**config.mk**
```make
export PLATFORM = sky130hd
export DESIGN_NAME = hlc_level_regs
export DESIGN_NICKNAME = d
export VERILOG_FILES = /design/src/hlc_pkg.sv /design/src/hlc_reg_cell.sv /design/src/hlc_level_regs.sv
export SDC_FILE = /design/constraint.sdc
export NUM_CORES = 1
export LEC_CHECK = 0
export ABC_AREA = 1
export BUFFER_PORTS_ARGS = -buffer_cell sky130_fd_sc_hd__buf_2
export CAP_MARGIN = 20
export CORE_MARGIN = 2
export CORE_UTILIZATION = 53
export DETAILED_ROUTE_END_ITERATION = 12
export PLACE_DENSITY = 0.76
export SLEW_MARGIN = 10
export SYNTH_ARGS = -nofsm -noshare
export SYNTH_HDL_FRONTEND = slang
export SYNTH_SLANG_ARGS = --single-unit
```
**constraint.sdc**
```tcl
create_clock -name i_clk -period 4.65 [get_ports i_clk]
set_input_delay 0.93 -clock i_clk [delete_from_list [all_inputs] [get_ports i_clk]]
set_output_delay 0.93 -clock i_clk [all_outputs]
set_load 0.02 [all_outputs]
```
**src/hlc_pkg.sv**
```systemverilog
// shared constants of the haptic level calibration register bank
package hlc_pkg;
  // ****************************************
  // register offsets
  // ****************************************
  localparam logic [7:0] OFS_AUDIO_INPUT_THRESHOLD = 8'h12;
  localparam logic [7:0] OFS_AUDIO_INPUT_FULL_SCALE = 8'h13;
  localparam logic [7:0] OFS_AUDIO_DRIVE_FLOOR = 8'h14;
  localparam logic [7:0] OFS_AUDIO_DRIVE_CEILING = 8'h15;
  localparam logic [7:0] OFS_MOTOR_NOMINAL_LEVEL = 8'h16;
  localparam logic [7:0] OFS_BOOST_LIMIT = 8'h17;
  localparam logic [7:0] OFS_CAL_LOSS_COMPENSATION = 8'h18;
  localparam logic [7:0] OFS_CAL_MOTION_FEEDBACK_LEVEL = 8'h19;
  localparam int REG_COUNT = 8;
  // index of each register within the bank
  localparam int IDX_THR = 0;
  localparam int IDX_FS = 1;
  localparam int IDX_FLOOR = 2;
  localparam int IDX_CEIL = 3;
  localparam int IDX_NOM = 4;
  localparam int IDX_BOOST = 5;
  localparam int IDX_COMP = 6;
  localparam int IDX_FB = 7;
  // ****************************************
  // reset values
  // ****************************************
  localparam logic [7:0] RST_AUDIO_INPUT_THRESHOLD = 8'h19;
  localparam logic [7:0] RST_AUDIO_INPUT_FULL_SCALE = 8'hFF;
  localparam logic [7:0] RST_AUDIO_DRIVE_FLOOR = 8'h19;
  localparam logic [7:0] RST_AUDIO_DRIVE_CEILING = 8'hFF;
  localparam logic [7:0] RST_MOTOR_NOMINAL_LEVEL = 8'h3E;
  localparam logic [7:0] RST_BOOST_LIMIT = 8'h8C;
  localparam logic [7:0] RST_CAL_LOSS_COMPENSATION = 8'h0C;
  localparam logic [7:0] RST_CAL_MOTION_FEEDBACK_LEVEL = 8'h6F;
  localparam logic [REG_COUNT*8-1:0] RST_ALL = {RST_CAL_MOTION_FEEDBACK_LEVEL, RST_CAL_LOSS_COMPENSATION,
                                               RST_BOOST_LIMIT, RST_MOTOR_NOMINAL_LEVEL,
                                               RST_AUDIO_DRIVE_CEILING, RST_AUDIO_DRIVE_FLOOR,
                                               RST_AUDIO_INPUT_FULL_SCALE, RST_AUDIO_INPUT_THRESHOLD};
  // ****************************************
  // codes and scales
  // ****************************************
  localparam logic [8:0] CODE_FULL = 9'h0FF;
  localparam logic [6:0] DEV_ADDR_DEFAULT = 7'h2C;
  localparam logic [3:0] BITS_PER_BYTE = 4'h8;
endpackage

```
**src/hlc_reg_cell.sv**
```systemverilog
// one eight-bit host and calibration writable register
`timescale 1ns/1ns
`default_nettype none
module hlc_reg_cell #(
  parameter logic [7:0] RESET_VALUE = 8'h00
) (
  input wire logic i_clk,
  input wire logic i_rst,
  input wire logic i_host_we,
  input wire logic [7:0] i_host_data,
  input wire logic i_hw_we,
  input wire logic [7:0] i_hw_data,
  output logic [7:0] o_q
);
  typedef struct packed {
    logic [7:0] q;
  } hlc_cell_s;

  hlc_cell_s state_reg;
  hlc_cell_s state_next;

  always_comb begin
    state_next = state_reg;
    // calibration store wins over a host write
    if (i_hw_we) begin
      state_next.q = i_hw_data;
    end else if (i_host_we) begin
      state_next.q = i_host_data;
    end
  end

  always_ff @(posedge i_clk) begin
    if (i_rst) begin
      state_reg.q <= RESET_VALUE;
    end else begin
      state_reg <= state_next;
    end
  end

  assign o_q = state_reg.q;
endmodule
`default_nettype wire

```
**src/hlc_level_regs.sv**
```systemverilog
// haptic level calibration registers with two-wire serial slave and level outputs
`timescale 1ns/1ns
`default_nettype none
// Operation
// - the audio full-scale input code scales linearly as code times 1.8 V over 255, resetting to all ones.
// - the drive floor code is the lowest level fed to the drive engine, code over 255 of full scale.
// - the drive ceiling code is the highest level fed to the drive engine, code over 255 of full scale; a floor set above it is fed instead.
// - in closed loop the motor nominal level is the full-scale reference, resetting to 0x3E.
// - in open loop the motor nominal level is ignored as reference.
// - closed-loop overdrive and braking may exceed nominal but stay bounded by the boost limit, reset 0x8C.
// - in open loop the boost limit is the full-scale reference.
// - calibration stores the loss compensation result, reset 0x0C, still host writable.
// - playback gain is multiplied by one plus the compensation code over 255.
// - calibration stores the motion-feedback level at nominal drive, code over 255 times 1.22 V over sense gain.
// - the closed-loop feedback gain is derived from the stored motion-feedback result.
// - audio levels below the audio input threshold are ignored.
module hlc_level_regs #(
  parameter logic [6:0] DEV_ADDR = hlc_pkg::DEV_ADDR_DEFAULT
) (
  input wire logic i_clk,
  input wire logic i_rst,
  input wire logic i_scl,
  input wire logic i_sda,
  output logic o_sda_o,
  output logic o_sda_oe,
  input wire logic i_closed_loop,
  input wire logic i_overdrive,
  input wire logic [7:0] i_drive_request,
  input wire logic [7:0] i_audio_level,
  input wire logic i_cal_store,
  input wire logic [7:0] i_cal_comp,
  input wire logic [7:0] i_cal_feedback,
  output logic [7:0] o_full_scale_ref,
  output logic [7:0] o_drive_out,
  output logic [7:0] o_audio_drive,
  output logic o_audio_active,
  output logic [8:0] o_comp_coeff,
  output logic [7:0] o_cal_nominal,
  output logic [7:0] o_fb_level,
  output logic [7:0] o_audio_full_scale
);
  // ****************************************
  // state
  // ****************************************
  typedef enum logic [2:0] {
    HLC_IDLE,
    HLC_ADDR,
    HLC_AACK,
    HLC_WR,
    HLC_WACK,
    HLC_RD,
    HLC_RACK
  } hlc_bus_e;

  typedef struct packed {
    hlc_bus_e st;
    logic scl_q;
    logic sda_q;
    logic [7:0] shift;
    logic [3:0] cnt;
    logic rw;
    logic ptr_phase;
    logic master_ack;
    logic [7:0] ptr;
    logic wr_stb;
    logic [7:0] wr_addr;
    logic [7:0] wr_data;
    logic sda_o;
    logic sda_oe;
    logic [7:0] full_scale_ref;
    logic [7:0] drive_out;
    logic [7:0] audio_drive;
    logic audio_active;
    logic [8:0] comp_coeff;
    logic [7:0] cal_nominal;
    logic [7:0] fb_level;
    logic [7:0] audio_full_scale;
  } hlc_state_s;

  hlc_state_s state_reg;
  hlc_state_s state_next;
  logic [7:0] regs [hlc_pkg::REG_COUNT];

  // ****************************************
  // register bank
  // ****************************************
  genvar gi;
  generate
    for (gi = 0; gi < hlc_pkg::REG_COUNT; gi++) begin : g_reg
      logic cal_we;
      logic [7:0] cal_data;
      assign cal_we = i_cal_store && (gi == hlc_pkg::IDX_COMP || gi == hlc_pkg::IDX_FB);
      assign cal_data = (gi == hlc_pkg::IDX_COMP) ? i_cal_comp : i_cal_feedback;
      hlc_reg_cell #(
        .RESET_VALUE(hlc_pkg::RST_ALL[gi*8 +: 8])
      ) u_cell (
        .i_clk(i_clk),
        .i_rst(i_rst),
        .i_host_we(state_reg.wr_stb &&
                   state_reg.wr_addr == hlc_pkg::OFS_AUDIO_INPUT_THRESHOLD + 8'(gi)),
        .i_host_data(state_reg.wr_data),
        .i_hw_we(cal_we),
        .i_hw_data(cal_data),
        .o_q(regs[gi])
      );
    end
  endgenerate

  function automatic logic [7:0] read_reg(input logic [7:0] addr);
    logic [7:0] idx;
    idx = addr - hlc_pkg::OFS_AUDIO_INPUT_THRESHOLD;
    if (addr >= hlc_pkg::OFS_AUDIO_INPUT_THRESHOLD && addr <= hlc_pkg::OFS_CAL_MOTION_FEEDBACK_LEVEL) begin
      read_reg = regs[idx[2:0]];
    end else begin
      read_reg = 8'h00;
    end
  endfunction

  // ****************************************
  // serial slave and level logic
  // ****************************************
  logic scl_rise;
  logic scl_fall;
  logic start_cond;
  logic stop_cond;
  logic [7:0] rd_byte;
  logic [7:0] thr;
  logic [7:0] fs;
  logic [7:0] floor_lvl;
  logic [7:0] ceil_lvl;
  logic [7:0] nom;
  logic [7:0] boost;
  logic [7:0] limit;
  logic [7:0] mid;

  always_comb begin
    state_next = state_reg;
    state_next.scl_q = i_scl;
    state_next.sda_q = i_sda;
    state_next.wr_stb = 1'b0;
    scl_rise = !state_reg.scl_q && i_scl;
    scl_fall = state_reg.scl_q && !i_scl;
    start_cond = state_reg.scl_q && i_scl && state_reg.sda_q && !i_sda;
    stop_cond = state_reg.scl_q && i_scl && !state_reg.sda_q && i_sda;
    rd_byte = read_reg(state_reg.ptr);
    thr = regs[hlc_pkg::IDX_THR];
    fs = regs[hlc_pkg::IDX_FS];
    floor_lvl = regs[hlc_pkg::IDX_FLOOR];
    ceil_lvl = regs[hlc_pkg::IDX_CEIL];
    nom = regs[hlc_pkg::IDX_NOM];
    boost = regs[hlc_pkg::IDX_BOOST];
    mid = i_audio_level;
    limit = boost;

    if (start_cond) begin
      state_next.st = HLC_ADDR;
      state_next.cnt = 4'h0;
      state_next.sda_oe = 1'b0;
    end else if (stop_cond) begin
      state_next.st = HLC_IDLE;
      state_next.sda_oe = 1'b0;
    end else begin
      case (state_reg.st)
        HLC_IDLE: begin
          state_next.sda_oe = 1'b0;
        end
        HLC_ADDR, HLC_WR: begin
          if (scl_rise) begin
            state_next.shift = {state_reg.shift[6:0], i_sda};
            state_next.cnt = state_reg.cnt + 4'h1;
          end else if (scl_fall && state_reg.cnt == hlc_pkg::BITS_PER_BYTE) begin
            state_next.cnt = 4'h0;
            if (state_reg.st == HLC_ADDR) begin
              if (state_reg.shift[7:1] == DEV_ADDR) begin
                state_next.rw = state_reg.shift[0];
                state_next.sda_oe = 1'b1;
                state_next.st = HLC_AACK;
              end else begin
                state_next.st = HLC_IDLE;
              end
            end else begin
              if (state_reg.ptr_phase) begin
                state_next.ptr = state_reg.shift;
                state_next.ptr_phase = 1'b0;
              end else begin
                state_next.wr_stb = 1'b1;
                state_next.wr_addr = state_reg.ptr;
                state_next.wr_data = state_reg.shift;
                state_next.ptr = state_reg.ptr + 8'h01;
              end
              state_next.sda_oe = 1'b1;
              state_next.st = HLC_WACK;
            end
          end
        end
        HLC_AACK: begin
          if (scl_fall) begin
            state_next.cnt = 4'h0;
            if (state_reg.rw) begin
              state_next.shift = rd_byte;
              state_next.sda_oe = !rd_byte[7];
              state_next.ptr = state_reg.ptr + 8'h01;
              state_next.st = HLC_RD;
            end else begin
              state_next.sda_oe = 1'b0;
              state_next.ptr_phase = 1'b1;
              state_next.st = HLC_WR;
            end
          end
        end
        HLC_WACK: begin
          if (scl_fall) begin
            state_next.sda_oe = 1'b0;
            state_next.st = HLC_WR;
          end
        end
        HLC_RD: begin
          if (scl_rise) begin
            state_next.cnt = state_reg.cnt + 4'h1;
          end else if (scl_fall) begin
            if (state_reg.cnt == hlc_pkg::BITS_PER_BYTE) begin
              state_next.sda_oe = 1'b0;
              state_next.st = HLC_RACK;
            end else begin
              state_next.shift = {state_reg.shift[6:0], 1'b0};
              state_next.sda_oe = !state_reg.shift[6];
            end
          end
        end
        HLC_RACK: begin
          if (scl_rise) begin
            state_next.master_ack = !i_sda;
          end else if (scl_fall) begin
            state_next.cnt = 4'h0;
            if (state_reg.master_ack) begin
              state_next.shift = rd_byte;
              state_next.sda_oe = !rd_byte[7];
              state_next.ptr = state_reg.ptr + 8'h01;
              state_next.st = HLC_RD;
            end else begin
              state_next.st = HLC_IDLE;
            end
          end
        end
        default: begin
          state_next.st = HLC_IDLE;
          state_next.sda_oe = 1'b0;
        end
      endcase
    end

    state_next.full_scale_ref = i_closed_loop ? nom : boost;
    if (i_closed_loop && !i_overdrive) begin
      limit = nom;
    end
    state_next.drive_out = (i_drive_request > limit) ? limit : i_drive_request;

    if (mid > fs) begin
      mid = fs;
    end
    if (mid > ceil_lvl || mid == fs) begin
      mid = ceil_lvl;
    end
    if (mid < floor_lvl) begin
      mid = floor_lvl;
    end
    state_next.audio_active = i_audio_level >= thr;
    state_next.audio_drive = (i_audio_level >= thr) ? mid : 8'h00;
    state_next.audio_full_scale = fs;

    state_next.comp_coeff = hlc_pkg::CODE_FULL + {1'b0, regs[hlc_pkg::IDX_COMP]};
    state_next.cal_nominal = nom;
    state_next.fb_level = regs[hlc_pkg::IDX_FB];
    state_next.sda_o = 1'b0;
  end

  always_ff @(posedge i_clk) begin
    if (i_rst) begin
      state_reg <= '0;
      state_reg.st <= HLC_IDLE;
      state_reg.scl_q <= 1'b1;
      state_reg.sda_q <= 1'b1;
    end else begin
      state_reg <= state_next;
    end
  end

  // ****************************************
  // outputs
  // ****************************************
  assign o_sda_o = state_reg.sda_o;
  assign o_sda_oe = state_reg.sda_oe;
  assign o_full_scale_ref = state_reg.full_scale_ref;
  assign o_drive_out = state_reg.drive_out;
  assign o_audio_drive = state_reg.audio_drive;
  assign o_audio_active = state_reg.audio_active;
  assign o_comp_coeff = state_reg.comp_coeff;
  assign o_cal_nominal = state_reg.cal_nominal;
  assign o_fb_level = state_reg.fb_level;
  assign o_audio_full_scale = state_reg.audio_full_scale;
endmodule
`default_nettype wire

```
Word level (Yosys, flattened, before mapping)
Cells that the tools add are included.
Cells by class
  $add $sub $neg: 4
  muxes and demuxes: 75
  equal/unequal tests: 45
  order comparisons: 8
  bitwise logic cells: 10
  reductions and logical operators: 47
Operators with widths (count)
  $mux 8: 25
  $mux 25: 3
  $eq 8x5->1 const B: 8
  $pmux 12 s4: 1
  $mux 12: 3
  $mux 3: 12
  $ne 4x4->1 const B: 9
  $ne 2x2->1 const B: 16
  $reduce_and 10->1: 3
  $bmux 8 s3: 1
  $gt 8x8->1: 3
  $pmux 8 s3: 1
  $reduce_and 7->1: 3
  $mux 1: 20
  $logic_and 1x1->1: 18
  $pmux 3 s6: 1
  $mux 17: 1
  $reduce_and 12->1: 1
  $reduce_and 11->1: 1
  $add 8x8->9 const A: 1
  $eq 3x3->1 const B: 3
  $ne 3x3->1 const B: 3
  $not 1->1: 9
  $add 8x1->8 const B: 1
  other kinds (29): 42
Storage, ports and cells
  word-level logic and storage cells: 220
  input port bits: 39
  flip-flop bits (word level): 169
  output and inout port bits: 60

Logic depth before layout (Yosys ltp)
  depth after elaboration: 11
  depth in mapped cells: 35
  gate-level depth less buffers: 33

Modules after synthesis
Synthesis repeated with hierarchy kept, for this count alone.
Second synthesis, totals
  cells, all modules: 1376
  area, all modules: 9651.8 um^2
Modules (own cells, without submodules)
  hlc_level_regs: seq. area each 2082.0 um^2, cells each 957, instances 1, area an instance 6623.9 um^2
  hlc_reg_cell at g_reg[0].u_cell ...: seq. area each 160.2 um^2, cells each 56, instances 3, area an instance 394.1 um^2
  hlc_reg_cell at g_reg[1].u_cell ...: seq. area each 160.2 um^2, cells each 45, instances 2, area an instance 356.6 um^2
  hlc_reg_cell at g_reg[6].u_cell: seq. area each 160.2 um^2, cells each 59, instances 1, area an instance 396.6 um^2
  hlc_reg_cell at g_reg[4].u_cell: seq. area each 160.2 um^2, cells each 52, instances 1, area an instance 384.1 um^2
  hlc_reg_cell at g_reg[7].u_cell: seq. area each 160.2 um^2, cells each 50, instances 1, area an instance 351.6 um^2

Least setup slack after synthesis
No wires, ideal clock.
  path type: input to register
  start point: input port i_audio_level[7]
  end point: register state_reg (netlist bit o_audio_drive[6])
  path slack: -0.207 ns
  data required time: 4.537 ns
  cell stages on the path: 24
  path buffers: 2
  arrival: 4.744 ns
  library setup time: 0.113 ns
  path through: ha_1 a21o_1 nor2_1 nand2_1 nand2_2 buf_4 inv_1 a21oi_1 inv_1 ha_1 a21oi_1 o21ai_0 nor3b_1 o32ai_1 nand2_4 o21ai_0 ha_1 a21oi_1 nor2_1 a211oi_1 buf_4 nand3_2 nand2_1 nor2_2
On the way
  cells in the longest elaborated chain, start to end: 7
  elaborated cells between the ends (all ways): 11
  those cells by class: order compare (4); eq/ne (1); mux (3); bitwise (1); reduce/logical (2)
Ends and longest elaborated chain
  start: declaration: RTL line hlc_level_regs.sv:29  | input wire logic [7:0] i_audio_level,
  $gt 8x8->1: RTL line hlc_level_regs.sv:258  | if (mid > fs) begin
  $mux 8: RTL line hlc_level_regs.sv:258
  $gt 8x8->1 or $eq 8x8->1 (tied branches): RTL line hlc_level_regs.sv:261  | if (mid > ceil_lvl || mid == fs) begin
  $logic_or 1x1->1: RTL line hlc_level_regs.sv:261
  $mux 8: RTL line hlc_level_regs.sv:261
  $lt 8x8->1: RTL line hlc_level_regs.sv:264  | if (mid < floor_lvl) begin
  $mux 8: RTL line hlc_level_regs.sv:264
  end signal: assignment: RTL line hlc_level_regs.sv:284  | state_reg <= state_next;
  end: declaration: RTL line hlc_level_regs.sv:80  | hlc_state_s state_reg;
Several ways; a longest one is shown, not always the timed one.
A chain may end at the register's enable or synchronous reset.

Worst setup path after layout
  start point: input port i_audio_level[7]
  end point: register state_reg (netlist bit o_audio_drive[1])
Same word-level chain as after synthesis.

==> impl_metrics.yaml <==
run_status:
  outcome: "completed"
floorplanning:
  die_h_um: 134
  core_area_um2: 16520
  start_util_pct: 54.21
  die_area_um2: 17960
  die_x_um: 134
  ioPinCount: 99
  num_rows: 47
sta:
  worst_pin_slew_ps: 945.2
  report.final.hold_viol_count: 0
  finClkSkew_ps: 11.82
  relSlewSlack_pct: 36.75
  worst_slack_ps: 280.9
  fin_crit_sh_pct: 93.96
  clock.fmax_ghz: 0.2289
  fin_crit_ps: 4369
  finalSetupViolations: 0
  slew_violations: 0
hold_path:
  holdCritPathClass: "flip-flop to flip-flop"
  whs_path_depth: 2
drt:
  drc: 0
  post_drt_wl_per_cell_um: 15.41
  postRouteWirelength_um: 22990
  vias: 8220
  drtIter0Drc: 754
  ant_nets: 0
  drt_first_pass_iters: 5
  vias_per_cell: 5.509
critical_path:
  rr_worst_depth: 25
  crit_type: "primary input to flip-flop"
  cp_cell_sequence: "buf_2 -> ha_1 -> nand2_1 -> nor2_2 -> nand2_1 -> nand2_1 -> nand2_2 -> buf_4 -> o21ai_0 -> ha_1 -> nand2_1 -> o21ai_0 -> o32ai_2 -> nand2_4 -> o21ai_1 -> ha_1 -> a21oi_1 -> nor2_1 -> a211oi_2 -> buf_12 -> nand3_1 -> nand2_1 -> nor2_1"
  cp_slowest_cell: "o21ai_0"
  start_kind: "primary input"
  cp_common_cell: "nand2_1"
  path_max_fanout: 16
  max_stage_delay_ps: 370
  cp-end-kind: "flip-flop"
  crit_required_ps: 4980
  r2r_slack_ps: 340
  arrival_ps: 4700
synth:
  yosysWarnings: 0
  synth-async-reset-ratio_pct: 0
  ys_ff_latch: 168
  synth_ff_type: "dfxtp_1"
  synth_nets: 1311
  synth-edff-count: 0
  netlist_area_um2: 8957
  avgSynthCellArea_um2: 7.312
  ys_types: 46
  synth_cells: 1225
  yosysSeqAreaShare_pct: 37.55
global_route:
  grt_pass1_wl_um: 37070
  grt_remaining_overflow: 0
  antenna_found_initial: 0
  first_global_vias: 7393
  grt_max_degree: 67
  grt_usage_pct: 25.80
clocking:
  cts_tree: "built"
  path_clk_slew_ps: 60
  clockRootBuffer: "clkbuf_16"
  cts-buffers-inserted: 17
  cts-htree-levels: 4
  clkLatencyLatePin_ps: 440
  post_cts_buffers: 0
  clk_path_buf_depth: 2
  cts.sinks: 168
placement:
  place_ws_ps: -143.6
  dp_hpwl_um: 16760
  place_congestion: 0.9051
  portBuffers: 97
  dp_cells: 1460
  placed_area_um2: 9268
cells_and_area:
  final_net_count: 1345
  area_delta_synth_final_pct: 9.918
  largest_register_ffs: 64
  fin_area_um2: 9846
  drive_above_1_share_pct: 15.33
  final_cells: 1492
  diodes: 0
job:
  max_cap_violations: 0
power_and_ir_drop:
  powerDensity_nw_per_um2: 364.2
  leakage_uw: 0.004695
  vdd_drop_max_mv: 0.2656
-- synth_stat cells (6+ instances only) --
master    number  area [µm²]
buf_4         60       450.4
a21oi_1      132       660.6
inv_1        151       566.8
a21oi_2        8       70.07
a211oi_1       8       60.06
o21ai_0      130       650.6
o211ai_1      41       307.8
nand3_1       36       180.2
clkinv_1       6       22.52
nor2_1       118       442.9
ha_1          47       588.1
nor3_1        15       75.07
nand2_1      173       649.4
o221ai_1       8       70.07
dfxtp_1      168        3363
a31oi_1        8       50.05
clkbuf_1      37       138.9
nand3_2        9       90.09
nand4_1        9       56.30
-- final cells by class --
cell class / instances / area [µm²]
clock buffers: 18 / 439.2
clock inverters: 14 / 125.1
fillers: 1504 / 6679
inverters: 161 / 608.1
multi-input cells: 792 / 4370
flip-flops and latches: 168 / 3364
well taps: 220 / 275.3
repair buffers: 119 / 663.1
-- kinds of logic (layout without fill, tap and decap cells) --
group	after synthesis	in the layout	synth area share [%]
AND/OR/NAND/NOR	384	384	18.79
AO/OA/AOI/OAI	355	355	22.67
buffers and inverters	265	312	13.90
other	1	1	0.04187
adder cells (fa/ha/maj)	47	47	6.565
XOR/XNOR	5	5	0.4890
flip-flops	168	168	37.55
-- layer usage --
layer  up-vias  share of wire [%]  GRT usage [%]
li1       4121                  -              -
met1      3763                 44          34.07
met5         -                  0              0
met2       298                 47          42.54
met4         0                1.8          8.156
met3        38                6.9          5.215
-- final timing paths --
kind	start	to
max reg2reg	g_reg[1].u_cell.o_q[2]	o_audio_drive[1]
max	i_audio_level[7]	o_audio_drive[1]
min reg2reg	g_reg[7].u_cell.o_q[5]	o_fb_level[5]
min	g_reg[7].u_cell.o_q[5]	o_fb_level[5]
-- critical path, delay by kind of cell --
kind / cells / cell delay, ps
compound gates: 6 / 1380
simple gates: 11 / 990
fa+ha+maj: 3 / 900
buf+inv: 3 / 500
-- placed cells by master, fill, tap and decap left out, types with 3 or more instances in the layout --
| cell type | n |
|---|---|
| nand2_1 | 173 |
| dfxtp_1 | 167 |
| inv_1 | 149 |
| a21oi_1 | 131 |
| o21ai_0 | 126 |
| nor2_1 | 118 |
| buf_2 | 97 |
| ha_1 | 47 |
| o211ai_1 | 41 |
| nand3_1 | 36 |
| buf_4 | 21 |
| clkbuf_16 | 17 |
| nor3_1 | 15 |
| nand4_1 | 9 |
| a21oi_2 | 9 |
| nand3_2 | 9 |
| a31oi_1 | 8 |
| o221ai_1 | 8 |
| a211oi_1 | 7 |
| inv_2 | 6 |
| clkinv_1 | 5 |
| nor2_2 | 4 |
| nand2_2 | 4 |
| o21ai_1 | 4 |
| clkinvlp_4 | 4 |
| nor4_1 | 4 |
| a22oi_1 | 4 |
| clkinv_2 | 4 |
| nand2_4 | 3 |
| o21bai_1 | 3 |
| nor3b_1 | 3 |
| o2111ai_1 | 3 |
| xor2_1 | 3 |
| inv_6 | 3 |
| clkinv_4 | 3 |
-- stage by stage --
step | utilization (%) | setup TNS [ps] | power (µW) | hold WS [ps]
6_report | 59.58 | 0 | 3586 | 462.6
2_1_floorplan | - | 0 | 2100 | 412.6
5_1_grt | 59.58 | -93.57 | 3744 | 478.7
3_3_place_gp | 56.08 | 0 | 2239 | 439.7
4_1_cts | 59.50 | 0 | 3590 | 457.4
3_5_place_dp | 56.08 | -1082 | 2249 | 441.7
-- report_power, final --
part / internal [µW] / switching (µW) / leakage (µW) / total, µW
Combinational: 217 / 429 / 0.00305 / 646
Sequential: 1520 / 61.3 / 0.00138 / 1580
Clock: 753 / 605 / 0.000273 / 1360
Total: 2490 / 1100 / 0.00469 / 3590
-- timing repair --
action / CTS / global route
hold buffers: 0 / 0
gates resized for setup: 0 / 7
setup endpoints to repair: 0 / 8
(Power assumes the default switching activity.)
